`src/design/adet_pkg.sv`:
```
// Constants, register map and field layout of the activity detect engine
package adet_pkg;
  localparam int unsigned CLK_HZ        = 25_000_000;
  localparam int unsigned ODR_MAX_HZ    = 5120;
  localparam int unsigned ODR_BASE_CYC  = CLK_HZ / ODR_MAX_HZ;
  localparam int unsigned TICK_SLOW_NS  = 8_250_000;
  localparam int unsigned TICK_FAST_NS  = 4_125_000;
  // Tick length in clocks: microseconds times clocks per microsecond
  localparam int unsigned TICK_SLOW_CYC =
    TICK_SLOW_NS / 1000 * (CLK_HZ / 1_000_000);
  localparam int unsigned TICK_FAST_CYC =
    TICK_FAST_NS / 1000 * (CLK_HZ / 1_000_000);
  localparam int unsigned SMP_W   = 12;
  localparam int unsigned THR_W   = 11;
  localparam int unsigned LPF_FRAC = 8;
  localparam logic [2:0] LPF_SHIFT_320 = 3'h3;

  localparam logic [7:0] ADDR_STATUS   = 8'h04;
  localparam logic [7:0] ADDR_EVENT_STATUS_SECONDARY  = 8'h05;
  localparam logic [7:0] ADDR_THR_X_H  = 8'h23;
  localparam logic [7:0] ADDR_THR_X_L  = 8'h24;
  localparam logic [7:0] ADDR_THR_Y_H  = 8'h25;
  localparam logic [7:0] ADDR_THR_Y_L  = 8'h26;
  localparam logic [7:0] ADDR_THR_Z_H  = 8'h27;
  localparam logic [7:0] ADDR_THR_Z_L  = 8'h28;
  localparam logic [7:0] ADDR_ACT_TIME = 8'h29;
  localparam logic [7:0] ADDR_ACT_CTL  = 8'h2a;
  localparam logic [7:0] ADDR_INT_EN   = 8'h2b;
  localparam logic [7:0] ADDR_MODE     = 8'h2c;
  localparam logic [7:0] ADDR_TIMING   = 8'h2d;

  localparam int unsigned THR_L_REF_BIT = 1;
  localparam int unsigned ACT_LPF_BIT   = 3;
  localparam int unsigned LOW_NOISE_BIT = 2;

  localparam logic [1:0] MODE_STANDBY = 2'h0;
  localparam logic [1:0] MODE_WAKEUP  = 2'h1;
  localparam logic [1:0] MODE_MEASURE = 2'h2;
  localparam logic [2:0] ODR_320  = 3'h0;
  localparam logic [2:0] ODR_5120 = 3'h4;
  localparam logic [2:0] BW_160   = 3'h0;
  localparam logic [7:0] REG_RESET = 8'h00;
endpackage : adet_pkg

```
`src/design/adet_smp_if.sv`:
```
// Filtered sample bundle between the low-pass stage and the detector
`timescale 1ns/10ps
interface adet_smp_if;
  import adet_pkg::*;
  logic                    valid;
  logic signed [SMP_W-1:0] x;
  logic signed [SMP_W-1:0] y;
  logic signed [SMP_W-1:0] z;
  modport src (output valid, output x, output y, output z);
  modport dst (input valid, input x, input y, input z);
endinterface : adet_smp_if

```
`src/design/adet_engine.sv`:
```
// Activity detection engine: registers, rate timing, compare and sustain
`timescale 1ns/10ps
module adet_engine
  import adet_pkg::*;
#(
  parameter int unsigned BASE_CYC  = ODR_BASE_CYC,
  parameter int unsigned TICK_SLOW = TICK_SLOW_CYC,
  parameter int unsigned TICK_FAST = TICK_FAST_CYC
)(
  input  wire logic                    mclk,       // System clock
  input  wire logic                    rst,        // Async reset, high
  input  wire logic                    reg_wr,     // Register write strobe
  input  wire logic                    reg_rd,     // Register read strobe
  input  wire logic [7:0]              reg_addr,   // Register address
  input  wire logic [7:0]              reg_wdata,  // Write data
  output logic      [7:0]              reg_rdata,  // Read data, next cycle
  output logic                         adc_start,  // Conversion pulse
  input  wire logic                    raw_valid,  // Raw sample strobe
  input  wire logic signed [SMP_W-1:0] raw_x,      // Raw X sample
  input  wire logic signed [SMP_W-1:0] raw_y,      // Raw Y sample
  input  wire logic signed [SMP_W-1:0] raw_z,      // Raw Z sample
  output logic [2:0]                   eff_bw,     // Effective bandwidth
  output logic                         low_noise,  // Analog low-noise mode
  output logic [1:0]                   op_mode,    // Current mode
  output logic                         act_irq     // Activity interrupt
);
  logic [7:0]              thr_h_q [3], thr_h_d [3];
  logic [7:0]              thr_l_q [3], thr_l_d [3];
  logic [7:0]              activity_sustain_count_q, activity_sustain_count_d;
  logic [7:0]              act_ctl_q, act_ctl_d;
  logic                    int_en_q, int_en_d;
  logic [7:0]              mode_reg_q, mode_reg_d;
  logic [2:0]              output_sample_rate_q, output_sample_rate_d;
  logic [2:0]              bw_sel_q, bw_sel_d;
  logic                    act_flag_q, act_flag_d;
  logic [7:0]              rdata_q, rdata_d;
  logic [19:0]             odr_cnt_q, odr_cnt_d;
  logic                    start_q, start_d;
  logic [19:0]             tick_cyc_q, tick_cyc_d;
  logic [7:0]              tick_cnt_q, tick_cnt_d;
  logic                    over_q, over_d;
  logic signed [SMP_W-1:0] ref_q [3], ref_d [3];
  logic                    ref_ok_q, ref_ok_d;

  logic [1:0]  mode;
  logic        measuring;
  logic        waking;
  logic        activity_referenced_select;
  logic [19:0] odr_limit;
  logic [19:0] tick_limit;
  logic        tick;
  logic [2:0]  axis_over;
  logic        any_over;
  logic        detect;
  logic signed [SMP_W-1:0] smp [3];
  logic [7:0]  event_status_secondary;
  logic [7:0]  status_main;
  adet_smp_if filt ();
  adet_lpf u_lpf (
    .mclk     (mclk),
    .rst      (rst),
    .run      (mode != MODE_STANDBY),
    .lpf_on   (act_ctl_q[ACT_LPF_BIT]),
    .odr_sel  (output_sample_rate_q),
    .in_valid (raw_valid),
    .in_x     (raw_x),
    .in_y     (raw_y),
    .in_z     (raw_z),
    .out      (filt.src)
  );

  function automatic logic [SMP_W:0] mag(input logic signed [SMP_W:0] v);
    mag = v[SMP_W] ? -v : v;
  endfunction : mag

  assign mode      = mode_reg_q[1:0];
  assign measuring = (mode == MODE_MEASURE);
  assign waking    = (mode == MODE_WAKEUP);
  assign activity_referenced_select = thr_l_q[0][THR_L_REF_BIT];
  assign smp[0] = filt.x;
  assign smp[1] = filt.y;
  assign smp[2] = filt.z;

  // Rate period doubles per step below the top rate
  assign odr_limit  = 20'(BASE_CYC << (ODR_5120 - output_sample_rate_q));
  assign tick_limit = (output_sample_rate_q == ODR_5120) ? 20'(TICK_FAST)
                                                         : 20'(TICK_SLOW);
  assign tick = over_q & (tick_cyc_q == tick_limit - 20'h1);

  always_comb begin
    for (int i = 0; i < 3; i++) begin
      logic signed [SMP_W:0] diff;
      logic [SMP_W:0]        thr;
      diff = '0;
      thr  = {2'h0, thr_h_q[i], thr_l_q[i][7:5]};
      if (activity_referenced_select && ref_ok_q) begin
        diff = {smp[i][SMP_W-1], smp[i]} - {ref_q[i][SMP_W-1], ref_q[i]};
      end else if (activity_referenced_select) begin
        // The sample taken as reference deviates from itself by nothing
        diff = '0;
      end else begin
        diff = {smp[i][SMP_W-1], smp[i]};
      end
      axis_over[i] = act_ctl_q[i] & (mag(diff) > thr);
    end
  end
  assign any_over = |axis_over;
  // Wake-up ignores the time setting; measure needs the sustain count
  assign detect = filt.valid & any_over & (waking
                  | (measuring & (activity_sustain_count_q == 8'h00
                  | tick_cnt_q >= activity_sustain_count_q)));

  always_comb begin
    odr_cnt_d = odr_cnt_q + 20'h1;
    start_d   = 1'b0;
    if (mode == MODE_STANDBY || odr_cnt_q >= odr_limit - 20'h1) begin
      odr_cnt_d = '0;
      start_d   = (mode != MODE_STANDBY);
    end
    over_d     = over_q;
    tick_cyc_d = tick_cyc_q;
    tick_cnt_d = tick_cnt_q;
    if (filt.valid) begin
      over_d = any_over & measuring;
    end
    if (!measuring || detect || (filt.valid && !any_over)) begin
      tick_cyc_d = '0;
      tick_cnt_d = '0;
      over_d     = 1'b0;
    end else if (tick) begin
      tick_cyc_d = '0;
      if (tick_cnt_q != 8'hff) begin
        tick_cnt_d = tick_cnt_q + 8'h1;
      end
    end else if (over_q) begin
      tick_cyc_d = tick_cyc_q + 20'h1;
    end
  end

  always_comb begin
    ref_ok_d = ref_ok_q;
    for (int i = 0; i < 3; i++) begin
      ref_d[i] = ref_q[i];
    end
    if (!activity_referenced_select) begin
      ref_ok_d = 1'b0;
    end else if (measuring && !ref_ok_q && filt.valid) begin
      ref_ok_d = 1'b1;
      for (int i = 0; i < 3; i++) begin
        ref_d[i] = smp[i];
      end
    end
  end

  always_comb begin
    for (int i = 0; i < 3; i++) begin
      thr_h_d[i] = thr_h_q[i];
      thr_l_d[i] = thr_l_q[i];
    end
    activity_sustain_count_d = activity_sustain_count_q;
    act_ctl_d            = act_ctl_q;
    int_en_d             = int_en_q;
    mode_reg_d           = mode_reg_q;
    output_sample_rate_d = output_sample_rate_q;
    bw_sel_d             = bw_sel_q;
    if (reg_wr) begin
      unique case (reg_addr)
        ADDR_THR_X_H:  thr_h_d[0] = reg_wdata;
        ADDR_THR_X_L:  thr_l_d[0] = reg_wdata;
        ADDR_THR_Y_H:  thr_h_d[1] = reg_wdata;
        ADDR_THR_Y_L:  thr_l_d[1] = reg_wdata;
        ADDR_THR_Z_H:  thr_h_d[2] = reg_wdata;
        ADDR_THR_Z_L:  thr_l_d[2] = reg_wdata;
        ADDR_ACT_TIME: activity_sustain_count_d = reg_wdata;
        ADDR_ACT_CTL:  act_ctl_d = reg_wdata;
        ADDR_INT_EN:   int_en_d = reg_wdata[0];
        ADDR_MODE:     mode_reg_d = reg_wdata;
        ADDR_TIMING: begin
          // Codes past the top rate are held off so the divider stays sane
          if (reg_wdata[2:0] <= ODR_5120) begin
            output_sample_rate_d = reg_wdata[2:0];
          end
          bw_sel_d = reg_wdata[5:3];
        end
        default: ;
      endcase
    end
    // Hardware wake wins over a same-cycle host write
    if (waking && detect) begin
      mode_reg_d[1:0] = MODE_MEASURE;
    end
  end

  always_comb begin
    act_flag_d = act_flag_q;
    if (reg_rd && reg_addr == ADDR_EVENT_STATUS_SECONDARY) begin
      act_flag_d = 1'b0;
    end
    // Wake-up detection flags only when no sustain time is asked for
    if (detect && (measuring || activity_sustain_count_q == 8'h00)) begin
      act_flag_d = 1'b1;
    end
    if (mode == MODE_STANDBY) begin
      act_flag_d = 1'b0;
    end
  end

  assign event_status_secondary = {7'h00, act_flag_q};
  assign status_main = {7'h00, measuring};

  always_comb begin
    rdata_d = 8'h00;
    if (reg_rd) begin
      unique case (reg_addr)
        ADDR_STATUS:   rdata_d = status_main;
        ADDR_EVENT_STATUS_SECONDARY:  rdata_d = event_status_secondary;
        ADDR_THR_X_H:  rdata_d = thr_h_q[0];
        ADDR_THR_X_L:  rdata_d = thr_l_q[0];
        ADDR_THR_Y_H:  rdata_d = thr_h_q[1];
        ADDR_THR_Y_L:  rdata_d = thr_l_q[1];
        ADDR_THR_Z_H:  rdata_d = thr_h_q[2];
        ADDR_THR_Z_L:  rdata_d = thr_l_q[2];
        ADDR_ACT_TIME: rdata_d = activity_sustain_count_q;
        ADDR_ACT_CTL:  rdata_d = act_ctl_q;
        ADDR_INT_EN:   rdata_d = {7'h00, int_en_q};
        ADDR_MODE:     rdata_d = mode_reg_q;
        ADDR_TIMING:   rdata_d = {2'h0, bw_sel_q, output_sample_rate_q};
        default:       rdata_d = 8'h00;
      endcase
    end
  end

  always_ff @(posedge mclk or posedge rst) begin
    if (rst) begin
      for (int i = 0; i < 3; i++) begin
        thr_h_q[i] <= REG_RESET;
        thr_l_q[i] <= REG_RESET;
        ref_q[i]   <= '0;
      end
      activity_sustain_count_q <= REG_RESET;
      act_ctl_q            <= REG_RESET;
      int_en_q             <= 1'b0;
      mode_reg_q           <= REG_RESET;
      output_sample_rate_q <= ODR_320;
      bw_sel_q             <= BW_160;
      act_flag_q           <= 1'b0;
      rdata_q              <= REG_RESET;
      odr_cnt_q            <= '0;
      start_q              <= 1'b0;
      tick_cyc_q           <= '0;
      tick_cnt_q           <= '0;
      over_q               <= 1'b0;
      ref_ok_q             <= 1'b0;
    end else begin
      for (int i = 0; i < 3; i++) begin
        thr_h_q[i] <= thr_h_d[i];
        thr_l_q[i] <= thr_l_d[i];
        ref_q[i]   <= ref_d[i];
      end
      activity_sustain_count_q <= activity_sustain_count_d;
      act_ctl_q            <= act_ctl_d;
      int_en_q             <= int_en_d;
      mode_reg_q           <= mode_reg_d;
      output_sample_rate_q <= output_sample_rate_d;
      bw_sel_q             <= bw_sel_d;
      act_flag_q           <= act_flag_d;
      rdata_q              <= rdata_d;
      odr_cnt_q            <= odr_cnt_d;
      start_q              <= start_d;
      tick_cyc_q           <= tick_cyc_d;
      tick_cnt_q           <= tick_cnt_d;
      over_q               <= over_d;
      ref_ok_q             <= ref_ok_d;
    end
  end

  assign reg_rdata = rdata_q;
  assign adc_start = start_q;
  // Bandwidth code k is 160*2^k Hz, so half the rate is code odr_sel
  assign eff_bw = (bw_sel_q > output_sample_rate_q) ? output_sample_rate_q
                                                    : bw_sel_q;
  assign low_noise = mode_reg_q[LOW_NOISE_BIT];
  assign op_mode   = mode;
  assign act_irq   = act_flag_q & int_en_q & measuring;

  bw_clamp_a: assert property (@(posedge mclk) disable iff (rst)
    eff_bw <= output_sample_rate_q && eff_bw <= bw_sel_q)
    else $error("bandwidth above half the rate");
  no_irq_wake_a: assert property (@(posedge mclk) disable iff (rst)
    !measuring |-> !act_irq)
    else $error("interrupt outside measurement mode");
  stby_clear_a: assert property (@(posedge mclk) disable iff (rst)
    mode == MODE_STANDBY |=> !act_flag_q)
    else $error("flag survives standby");
  wake_switch_a: assert property (@(posedge mclk) disable iff (rst)
    waking && filt.valid && any_over |=> measuring)
    else $error("wake-up detection did not enter measurement");
  flag_set_a: assert property (@(posedge mclk) disable iff (rst)
    measuring && detect |=> act_flag_q)
    else $error("activity flag not set");
  zero_time_a: assert property (@(posedge mclk) disable iff (rst)
    measuring && filt.valid && any_over && activity_sustain_count_q == 8'h00
    |=> act_flag_q)
    else $error("zero time missed single sample");
  sustain_req_a: assert property (@(posedge mclk) disable iff (rst)
    measuring && detect && activity_sustain_count_q != 8'h00
    |-> tick_cnt_q >= activity_sustain_count_q)
    else $error("activity before sustain time");
  timer_idle_a: assert property (@(posedge mclk) disable iff (rst)
    !measuring |=> tick_cnt_q == 8'h00 && tick_cyc_q == 20'h0)
    else $error("sustain timer ran outside measurement");
  ref_drop_a: assert property (@(posedge mclk) disable iff (rst)
    !activity_referenced_select |=> !ref_ok_q)
    else $error("reference kept in absolute mode");
  ref_take_a: assert property (@(posedge mclk) disable iff (rst)
    activity_referenced_select && measuring && !ref_ok_q && filt.valid
    |=> ref_ok_q && ref_q[0] == $past(smp[0]))
    else $error("reference not captured");
  rate_pulse_a: assert property (@(posedge mclk) disable iff (rst)
    mode == MODE_STANDBY |=> !adc_start)
    else $error("conversion started in standby");
  tick_len_a: assert property (@(posedge mclk) disable iff (rst)
    tick |-> tick_cyc_q == tick_limit - 20'h1)
    else $error("timer tick at wrong length");
  awake_a: assert property (@(posedge mclk) disable iff (rst)
    status_main[0] == (op_mode == MODE_MEASURE))
    else $error("awake bit mismatch");

  c_wake_c: cover property (@(posedge mclk) disable iff (rst)
    waking && detect ##1 measuring);
  c_sustain_c: cover property (@(posedge mclk) disable iff (rst)
    measuring && detect && activity_sustain_count_q != 8'h00);
  c_irq_c: cover property (@(posedge mclk) disable iff (rst) act_irq);
  c_ref_c: cover property (@(posedge mclk) disable iff (rst)
    $rose(ref_ok_q));
endmodule : adet_engine

```
`src/design/adet_lpf.sv`:
```
// Three-axis averaging low-pass with bypass for high-g detection
`timescale 1ns/10ps
module adet_lpf
  import adet_pkg::*;
(
  input  wire logic                    mclk,      // System clock
  input  wire logic                    rst,       // Async reset, high
  input  wire logic                    run,       // Low when in standby
  input  wire logic                    lpf_on,    // Averaging enabled
  input  wire logic [2:0]              odr_sel,   // Rate code
  input  wire logic                    in_valid,  // New raw sample
  input  wire logic signed [SMP_W-1:0] in_x,      // Raw X
  input  wire logic signed [SMP_W-1:0] in_y,      // Raw Y
  input  wire logic signed [SMP_W-1:0] in_z,      // Raw Z
  adet_smp_if.src                      out        // Filtered samples
);
  localparam int unsigned AW = SMP_W + LPF_FRAC;
  logic signed [AW-1:0] acc_q [3];
  logic signed [AW-1:0] acc_d [3];
  logic signed [SMP_W-1:0] raw [3];
  logic signed [SMP_W-1:0] res_q [3];
  logic signed [SMP_W-1:0] res_d [3];
  logic valid_q;
  logic valid_d;
  logic [2:0] shift;

  assign raw[0] = in_x;
  assign raw[1] = in_y;
  assign raw[2] = in_z;
  // Corner stays near 6.4 Hz: one more shift per doubling of the rate
  assign shift = 3'(LPF_SHIFT_320 + odr_sel);

  always_comb begin
    valid_d = run & in_valid;
    for (int i = 0; i < 3; i++) begin
      acc_d[i] = acc_q[i];
      res_d[i] = res_q[i];
      if (!run) begin
        acc_d[i] = '0;
      end else if (in_valid) begin
        if (lpf_on) begin
          // Signed error, so the shift keeps the sign of a falling step
          acc_d[i] = acc_q[i] + (($signed({raw[i], {LPF_FRAC{1'b0}}})
                     - acc_q[i]) >>> shift);
          res_d[i] = acc_d[i][AW-1:LPF_FRAC];
        end else begin
          acc_d[i] = {raw[i], {LPF_FRAC{1'b0}}};
          res_d[i] = raw[i];
        end
      end
    end
  end

  always_ff @(posedge mclk or posedge rst) begin
    if (rst) begin
      valid_q <= 1'b0;
      for (int i = 0; i < 3; i++) begin
        acc_q[i] <= '0;
        res_q[i] <= '0;
      end
    end else begin
      valid_q <= valid_d;
      for (int i = 0; i < 3; i++) begin
        acc_q[i] <= acc_d[i];
        res_q[i] <= res_d[i];
      end
    end
  end

  assign out.valid = valid_q;
  assign out.x     = res_q[0];
  assign out.y     = res_q[1];
  assign out.z     = res_q[2];
endmodule : adet_lpf

```
`config.mk`:
```
export PLATFORM = sky130hd
export DESIGN_NAME = adet_engine
export DESIGN_NICKNAME = d
export VERILOG_FILES = /design/src/design/adet_pkg.sv /design/src/design/adet_smp_if.sv /design/src/design/adet_engine.sv /design/src/design/adet_lpf.sv
export SDC_FILE = /design/constraint.sdc
export NUM_CORES = 1
export LEC_CHECK = 0
export BUFFER_PORTS_ARGS = -buffer_cell sky130_fd_sc_hd__buf_2
export CAP_MARGIN = 15
export CORE_MARGIN = 2
export CORE_UTILIZATION = 38
export DETAILED_ROUTE_END_ITERATION = 6
export PLACE_DENSITY_LB_ADDON = 0.05
export SKIP_LAST_GASP = 1
export SLEW_MARGIN = 5
export SYNTH_ARGS = -nofsm -noshare
export SYNTH_HDL_FRONTEND = slang
export SYNTH_SLANG_ARGS = --single-unit
```
`constraint.sdc`:
```
create_clock -name mclk -period 12.1 [get_ports mclk]
set_clock_uncertainty 0.15 [all_clocks]
set_input_delay 1.21 -clock mclk [delete_from_list [all_inputs] [get_ports mclk]]
set_output_delay 1.21 -clock mclk [all_outputs]
set_load 0.05 [all_outputs]
```
# ---- After elaboration in Yosys (flattened, before gate mapping)
# Index checks and enable logic that the tools add are counted.
# Widths: inputs -> output; s select.
dict set report totals {
  ff_bits 272
  output_inout_bits 16
  wordCells 178
}
dict set report op_classes {
  add_sub_neg 19
  n_lt_le_gt_ge 7
  n_eq_ne 20
  n_shift 4
  n_mux 43
  bitwise_logic 13
  reduce_logical 41
}
# op n
set ops {}
lappend ops {{$mux 20} 13}
lappend ops {{$mux 13} 9}
lappend ops {{$pmux 8 s13} 1}
lappend ops {{$eq 8x6->1 const B} 11}
lappend ops {{$add 20x20->20} 3}
lappend ops {{$sshr 20x3->20} 3}
lappend ops {{$sub 20x20->20} 3}
lappend ops {{$add 20x1->20 const B} 2}
lappend ops {{$gt 13x11->1} 3}
lappend ops {{$neg 13->13} 3}
lappend ops {{$sub 12x12->13} 3}
lappend ops {{$mux 12} 3}
lappend ops {{$mux 8} 4}
lappend ops {{$reduce_and 2->1} 15}
lappend ops {{$eq 20x20->1} 1}
lappend ops {{$ge 20x20->1} 1}
lappend ops {{$shl 13x3->20 const A} 1}
lappend ops {{$sub 20x1->20 const B} 1}
lappend ops {{$sub 18x1->19 const B} 1}
lappend ops {{$mux 18} 1}
lappend ops {{$eq 8x3->1 const B} 2}
lappend ops {{$reduce_bool 2->1} 6}
lappend ops {{$and 1x1->1} 11}
lappend ops {{$add 8x1->8 const B} 1}
lappend ops {{23 further kinds} 45}

# ---- Longest topological paths before layout
dict set report depth {
  word_depth 13
  depth_mapped 26
  mapped_depth_nobuf 25
}

# ---- Hierarchy
# From an unflattened synthesis, not the netlist that was laid out.
dict set report unflattened {
  cells_unflattened 2788
  area_unflattened_um2 23541.3
}
# mod instances cells_each area_per_inst_um2 seq_area_each_um2
set modules_own_cells {}
lappend modules_own_cells {adet_engine 1 1438 12997.5 4379.2}
lappend modules_own_cells {adet_lpf 1 1350 10543.9 2427.3}

# ---- Worst setup path after synthesis
# Ideal clock, no wire load.
dict set report synth_path {
  path_kind {input port to flip-flop}
  startpoint {input raw_x[0]}
  endpoint {register u_lpf.acc_q[59] (netlist name)}
  setup_ns 0.133
  t_arrival_ns 5.709
  path_slack_ns 6.108
  stages 23
  n_path_buf 0
  path_cell_list {ha_1 a41oi_1 o21bai_1 a2111oi_1 o31ai_1 a41o_1 xnor2_1 mux2_2 nor2_1 a21oi_1 mux2i_1 ha_1 and3_1 a221o_1 a21o_1 a21oi_1 nor2_1 a221oi_1 a21oi_1 xnor2_1 nand2_1 xor2_1 o21ai_0}
}
dict set report synth_between {
  elab_chain_len 6
}
# element line_no
set synth_rtl {}
lappend synth_rtl {{start, declared} adet_engine.sv:19} ;# input wire logic signed [SMP_W-1:0] raw_x,
lappend synth_rtl {{$sub 20x20->20} adet_lpf.sv:44} ;# - acc_q[i]) >>> shift);
lappend synth_rtl {{$sshr 20x3->20} adet_lpf.sv:43} ;# acc_d[i] = acc_q[i] + (($signed({raw[i], {LPF_FRAC{1'b0}}})
lappend synth_rtl {{$add 20x20->20} adet_lpf.sv:43}
lappend synth_rtl {{$mux 20} adet_lpf.sv:41} ;# if (lpf_on) begin
lappend synth_rtl {{$mux 20} adet_lpf.sv:40} ;# end else if (in_valid) begin
lappend synth_rtl {{$mux 20} adet_lpf.sv:38} ;# if (!run) begin
lappend synth_rtl {{end signal, assigned by index} adet_lpf.sv:64} ;# acc_q[i] <= acc_d[i];
lappend synth_rtl {{end, declared} adet_lpf.sv:18} ;# logic signed [AW-1:0] acc_q [3];
# Every way passes these cells. The select of a mux whose other input is x is not followed.
# A chain may end at the register's enable or synchronous reset.

# ---- Final worst setup path
dict set report layout_path {
  startpoint {register u_lpf.res_q, in the netlist u_lpf.out.z[7]}
  endpoint {register tick_cyc_q[15]}
}
dict set report layout_between {
  elab_chain_len 12
  elab_cells_between_ends 16
}
# element line_no
set layout_rtl {}
lappend layout_rtl {{start, declared} adet_lpf.sv:21} ;# logic signed [SMP_W-1:0] res_q [3];
lappend layout_rtl {{start signal, assigned by index} adet_lpf.sv:65} ;# res_q[i] <= res_d[i];
lappend layout_rtl {{$sub 12x12->13 or $mux 13 (tied branches)} {adet_engine.sv:97, adet_engine.sv:98}}
lappend layout_rtl {{$mux 13 *} adet_engine.sv:96} ;# if (activity_referenced_select && ref_ok_q) begin
lappend layout_rtl {{$neg 13->13} adet_engine.sv:73} ;# mag = v[SMP_W] ? -v : v;
lappend layout_rtl {{$mux 13 *} adet_engine.sv:73}
lappend layout_rtl {{$gt 13x11->1 *} adet_engine.sv:104} ;# axis_over[i] = act_ctl_q[i] & (mag(diff) > thr);
lappend layout_rtl {{$and 1x1->1 *} adet_engine.sv:104}
lappend layout_rtl {{$reduce_or 3->1 *} adet_engine.sv:107} ;# assign any_over = |axis_over;
lappend layout_rtl {{$and 1x1->1 (2 in series)} adet_engine.sv:109} ;# assign detect = filt.valid & any_over & (waking
lappend layout_rtl {{$logic_or 1x1->1} adet_engine.sv:126} ;# if (!measuring || detect || (filt.valid && !any_over)) begin
lappend layout_rtl {{$logic_or 1x1->1 *} adet_engine.sv:126}
lappend layout_rtl {{$reduce_bool 3->1 (no line) or $mux 20 (tied branches)} --}
lappend layout_rtl {{end signal, assigned} adet_engine.sv:270} ;# tick_cyc_q <= tick_cyc_d;
lappend layout_rtl {{end, declared} adet_engine.sv:39} ;# logic [19:0] tick_cyc_q, tick_cyc_d;
# Every way passes the cells marked *; elsewhere a longest branch is shown, timed or not.

==> impl_metrics.tcl <==
set metrics [dict create \
    hold_viol_final 0 \
    postSynth.asyncResetShare 1.00 \
    route.met2.wl_um 32200 \
    synth.net_count 3008 \
    place.detailed.instances 3503 \
    fin_cells 3574 \
    cts_sinks 272 \
    gp_congestion 0.869 \
    timing.critical_path.from_type "flip-flop" \
    maximum_number_of_pins_on_one_net_before_global_route_repair 84 \
    postCtsResizedCells 0 \
    period_share 0.520 \
    post_synthesis_register_bit_count 272 \
    post-route-min-period_ns 6.29 \
    timing.reg2reg.worst_path_depth 21 \
    worst_ep_arrival_time_ns 6.53 \
    rsz_0062_raised_after_global_routing "no" \
    io-pin-count 73 \
    timing.slew.headroom 0.254 \
    startpoint "u_lpf.out.z[7]$_DFFE_PP0P_" \
    fin_total_pwr_mw 3.59 \
    p_int_mw 2.29 \
    power.share.switching 0.362 \
    report.final.setup_viol 0 \
    coreArea_um2 60200 \
    gr-total-overflow 0 \
    routed_via_density 5.61 \
    p_seq_frac 0.298 \
    syn-instance-count 2739 \
    power_frac_comb 0.374 \
    top_layer_used "met5" \
    routed_wl_um 69200 \
    max_cap_viol_count 0 \
    clkSlewWorstSetupHoldPaths_ns 0.06 \
    synth-edff-count 0 \
    total_via_count_in_the_routed_design 20047 \
    layout.cells.most_common_list "nand2_1 (289), dfrtp_1 (270), o21ai_0 (228), nor2_1 (227), ha_1 (204)" \
    clk_root_buffer_cell "clkbuf_16" \
    wl_met1_um 33000 \
    syn_area_per_cell_um2 8.43 \
    number_of_antenna_violations_at_the_first_check_in_global_routing 6 \
    tightest_slew_ns 1.11 \
    detail_route.drc_violations 0 \
    die_w_um 251 \
    synth_top_flop_cell "dfrtp_1" \
    initial_core_util 0.383 \
    post_drt_wl_per_cell_um 19.4 \
    regToRegSetupSlack_ns 5.81 \
    static_leakage_nw 11.6 \
    detail_route.iter0.violations 1223 \
    grt_first_pass_wirelength_um 111000 \
    critical_path_buf_inv_count 0 \
    crit_chain "ha_1 > o21ai_0 > nor4_1 > o41ai_1 > nand3_1 > a21oi_1 > nor2_1 > nor2_1 > xnor2_1 > ha_1 > a21o_1 > a21o_1 > a211o_1 > a21o_1 > a21oi_1 > o21ai_0 > a32o_1 > o31ai_2 > o21ai_2 > o21ai_4 > a21oi_1" \
    cp_max_fo 28 \
    met3_wirelength_um 2220 \
    fin_util 0.423 \
    fp.dieArea_um2 62800 \
    worst_path_max_delay_cell "o21ai_4" \
    layout.cells.most_common "nand2_1" \
    worst_r2r_startpoint "u_lpf.out.z[7]$_DFFE_PP0P_" \
    synth_sequential_area_ratio 0.295 \
    totalNegativeSetupSlack_ns 0 \
    power_per_cell_area_nw_per_um2 141 \
    critPathCapture "tick_cyc_q[15]$_DFFE_PP0P_" \
    path_delay_family "compound AO/OA/AOI/OAI gates" \
    postCtsSetupBuffers 0 \
    detailedRoute.firstPassIterationCount 5 \
    vias_in_the_first_global_route 19696 \
    outcome "finished, final reports clean" \
    clock_power_share 0.329 \
    synth_warnings 0 \
    track_usage 0.221 \
    critPathMaxStageDelay_ns 0.86 \
    cts_buffer_depth 3 \
    final.hold.worst_slack_ns 0.357 \
    crit_path_required_time_ns 12.34 \
    timing.setup.critical_path_class "reg2reg" \
    synth_cell_types 91 \
    drtAntennaViolNets 0 \
    hp-class "reg2reg" \
    design.final.nets 3028 \
    fmaxAchievable_ghz 0.159 \
    post_synth_instance_area_um2 23100 \
    area.growth.synth_to_final_pct 10.3 \
    clock_latency_ns 0.57 \
    worstSetupPathDepth 21 \
    h-tree-depth 2 \
    postCtsHoldBufs 0 \
    reg2reg_to "tick_cyc_q[15]$_DFFE_PP0P_" \
    port-buffer-count 72 \
    timing.critical_path.to_type "flip-flop" \
    hpwl_um 51500 \
    final_layout_size_suffix_gt1_frac 0.117 \
    ir_worst_vdd_mv 0.0994 \
    reported_net_switching_power_mw 1.30 \
    rows 90 \
    chipHeight_um 251 \
    tritoncts_clock_tree "built" \
    number_of_cts_inserted_buffers 36 \
    report.final.slew_viol_count 0 \
]
state kept, by name, indices dropped and copies added (netlist names), 8 cells and up:
signal / cells
u_lpf.out.z: 12
ref_q: 36
tick_cnt_q: 8
u_lpf.out.y: 12
reg_rdata: 8
activity_sustain_count_q: 8
mode_reg_q: 8
u_lpf.out.x: 12
tick_cyc_q: 20
thr_l_q: 23
odr_cnt_q: 20
thr_h_q: 24
u_lpf.acc_q: 60
act_ctl_q: 8
final cells by class:
type                    count  area, um2
diodes                      5       12.5
clock buffers              52       1030
clock inverters            14        262
fillers                  6003      34800
inverters                 176        668
multi-input cells        2175      15200
flip-flops and latches    272       6810
well taps                 782        978
repair buffers             98        556
cell usage after synthesis (23+ instances only):
library cell | count | area share
a211oi_1 | 27 | 0.0088
a21o_1 | 49 | 0.016
a21oi_1 | 180 | 0.039
a22oi_1 | 23 | 0.0075
a31oi_1 | 29 | 0.0079
and3_1 | 24 | 0.0065
clkbuf_1 | 91 | 0.015
dfrtp_1 | 272 | 0.29
ha_1 | 206 | 0.11
inv_1 | 173 | 0.028
mux2_2 | 103 | 0.050
mux2i_1 | 80 | 0.035
nand2_1 | 290 | 0.047
nand2b_1 | 31 | 0.0084
nand3_1 | 45 | 0.0097
nand4_1 | 27 | 0.0073
nor2_1 | 229 | 0.037
nor2b_1 | 26 | 0.0070
nor3_1 | 46 | 0.010
o21a_1 | 34 | 0.011
o21ai_0 | 228 | 0.049
xnor2_1 | 106 | 0.040
xor2_1 | 69 | 0.026
power groups by stage:
stage	Sequential (mW)	Clock, mW	Combinational (mW)
2_1_floorplan	1.05	0	1.05
5_1_grt	1.08	1.25	1.51
4_1_cts	1.07	1.21	1.34
3_3_place_gp	1.08	0	1.31
6_report	1.07	1.18	1.34
3_5_place_dp	1.08	0	1.33
how the worst min path moves through the flow:
stage | start | end | slack (ns) | cells after the start
global route | thr_l_q[1]$_DFFE_PP0P_ | thr_l_q[1]$_DFFE_PP0P_ | 0.38 | 1
finish | thr_h_q[10]$_DFFE_PP0P_ | thr_h_q[10]$_DFFE_PP0P_ | 0.36 | 1
detailed placement | u_lpf.acc_q[19]$_DFFE_PP0P_ | u_lpf.acc_q[19]$_DFFE_PP0P_ | 0.34 | 2
floorplan | u_lpf.acc_q[58]$_DFFE_PP0P_ | u_lpf.acc_q[58]$_DFFE_PP0P_ | 0.32 | 2
global placement | u_lpf.acc_q[59]$_DFFE_PP0P_ | u_lpf.acc_q[59]$_DFFE_PP0P_ | 0.34 | 2
CTS | thr_h_q[10]$_DFFE_PP0P_ | thr_h_q[10]$_DFFE_PP0P_ | 0.36 | 1
metal layers:
metal  GRT usage  up-vias
li1            -     9908
met2       0.368      312
met4      0.0688        2
met3      0.0239       98
met1       0.300     9727
met5           0        -
kinds of logic (layout without fill, tap and decap cells):
family,after synthesis,count (layout),synth area share
DFF,272,272,0.295
other,0,5,0
muxes,187,187,0.0888
xor gates and xnor gates,175,175,0.0663
AOI/OAI and AO/OA,778,778,0.218
adders and majority gates,212,212,0.117
and+or+nand+nor,823,823,0.166
buffers and inverters,292,340,0.0494
worst reg2reg max path, cell delays in order, from the launching register on:
cell and delay [ns]:
dfrtp_1 0.46, ha_1 0.44, o21ai_0 0.19, nor4_1 0.49, o41ai_1 0.15, nand3_1 0.16, a21oi_1 0.10, nor2_1 0.59
nor2_1 0.11, xnor2_1 0.16, ha_1 0.30, a21o_1 0.17, a21o_1 0.17, a211o_1 0.29, a21o_1 0.18, a21oi_1 0.14
o21ai_0 0.10, a32o_1 0.22, o31ai_2 0.35, o21ai_2 0.16, o21ai_4 0.86, a21oi_1 0.20
stage by stage:
stage                     cell area (um2)  setup WS [ns]
after floorplan                     23100           3.24
after CTS                           25500           5.79
after detailed placement            24200           5.26
after global placement              24200           5.33
after global routing                25500           5.29
final                               25500           5.81
Note: power is estimated with default switching activity, not from simulation.
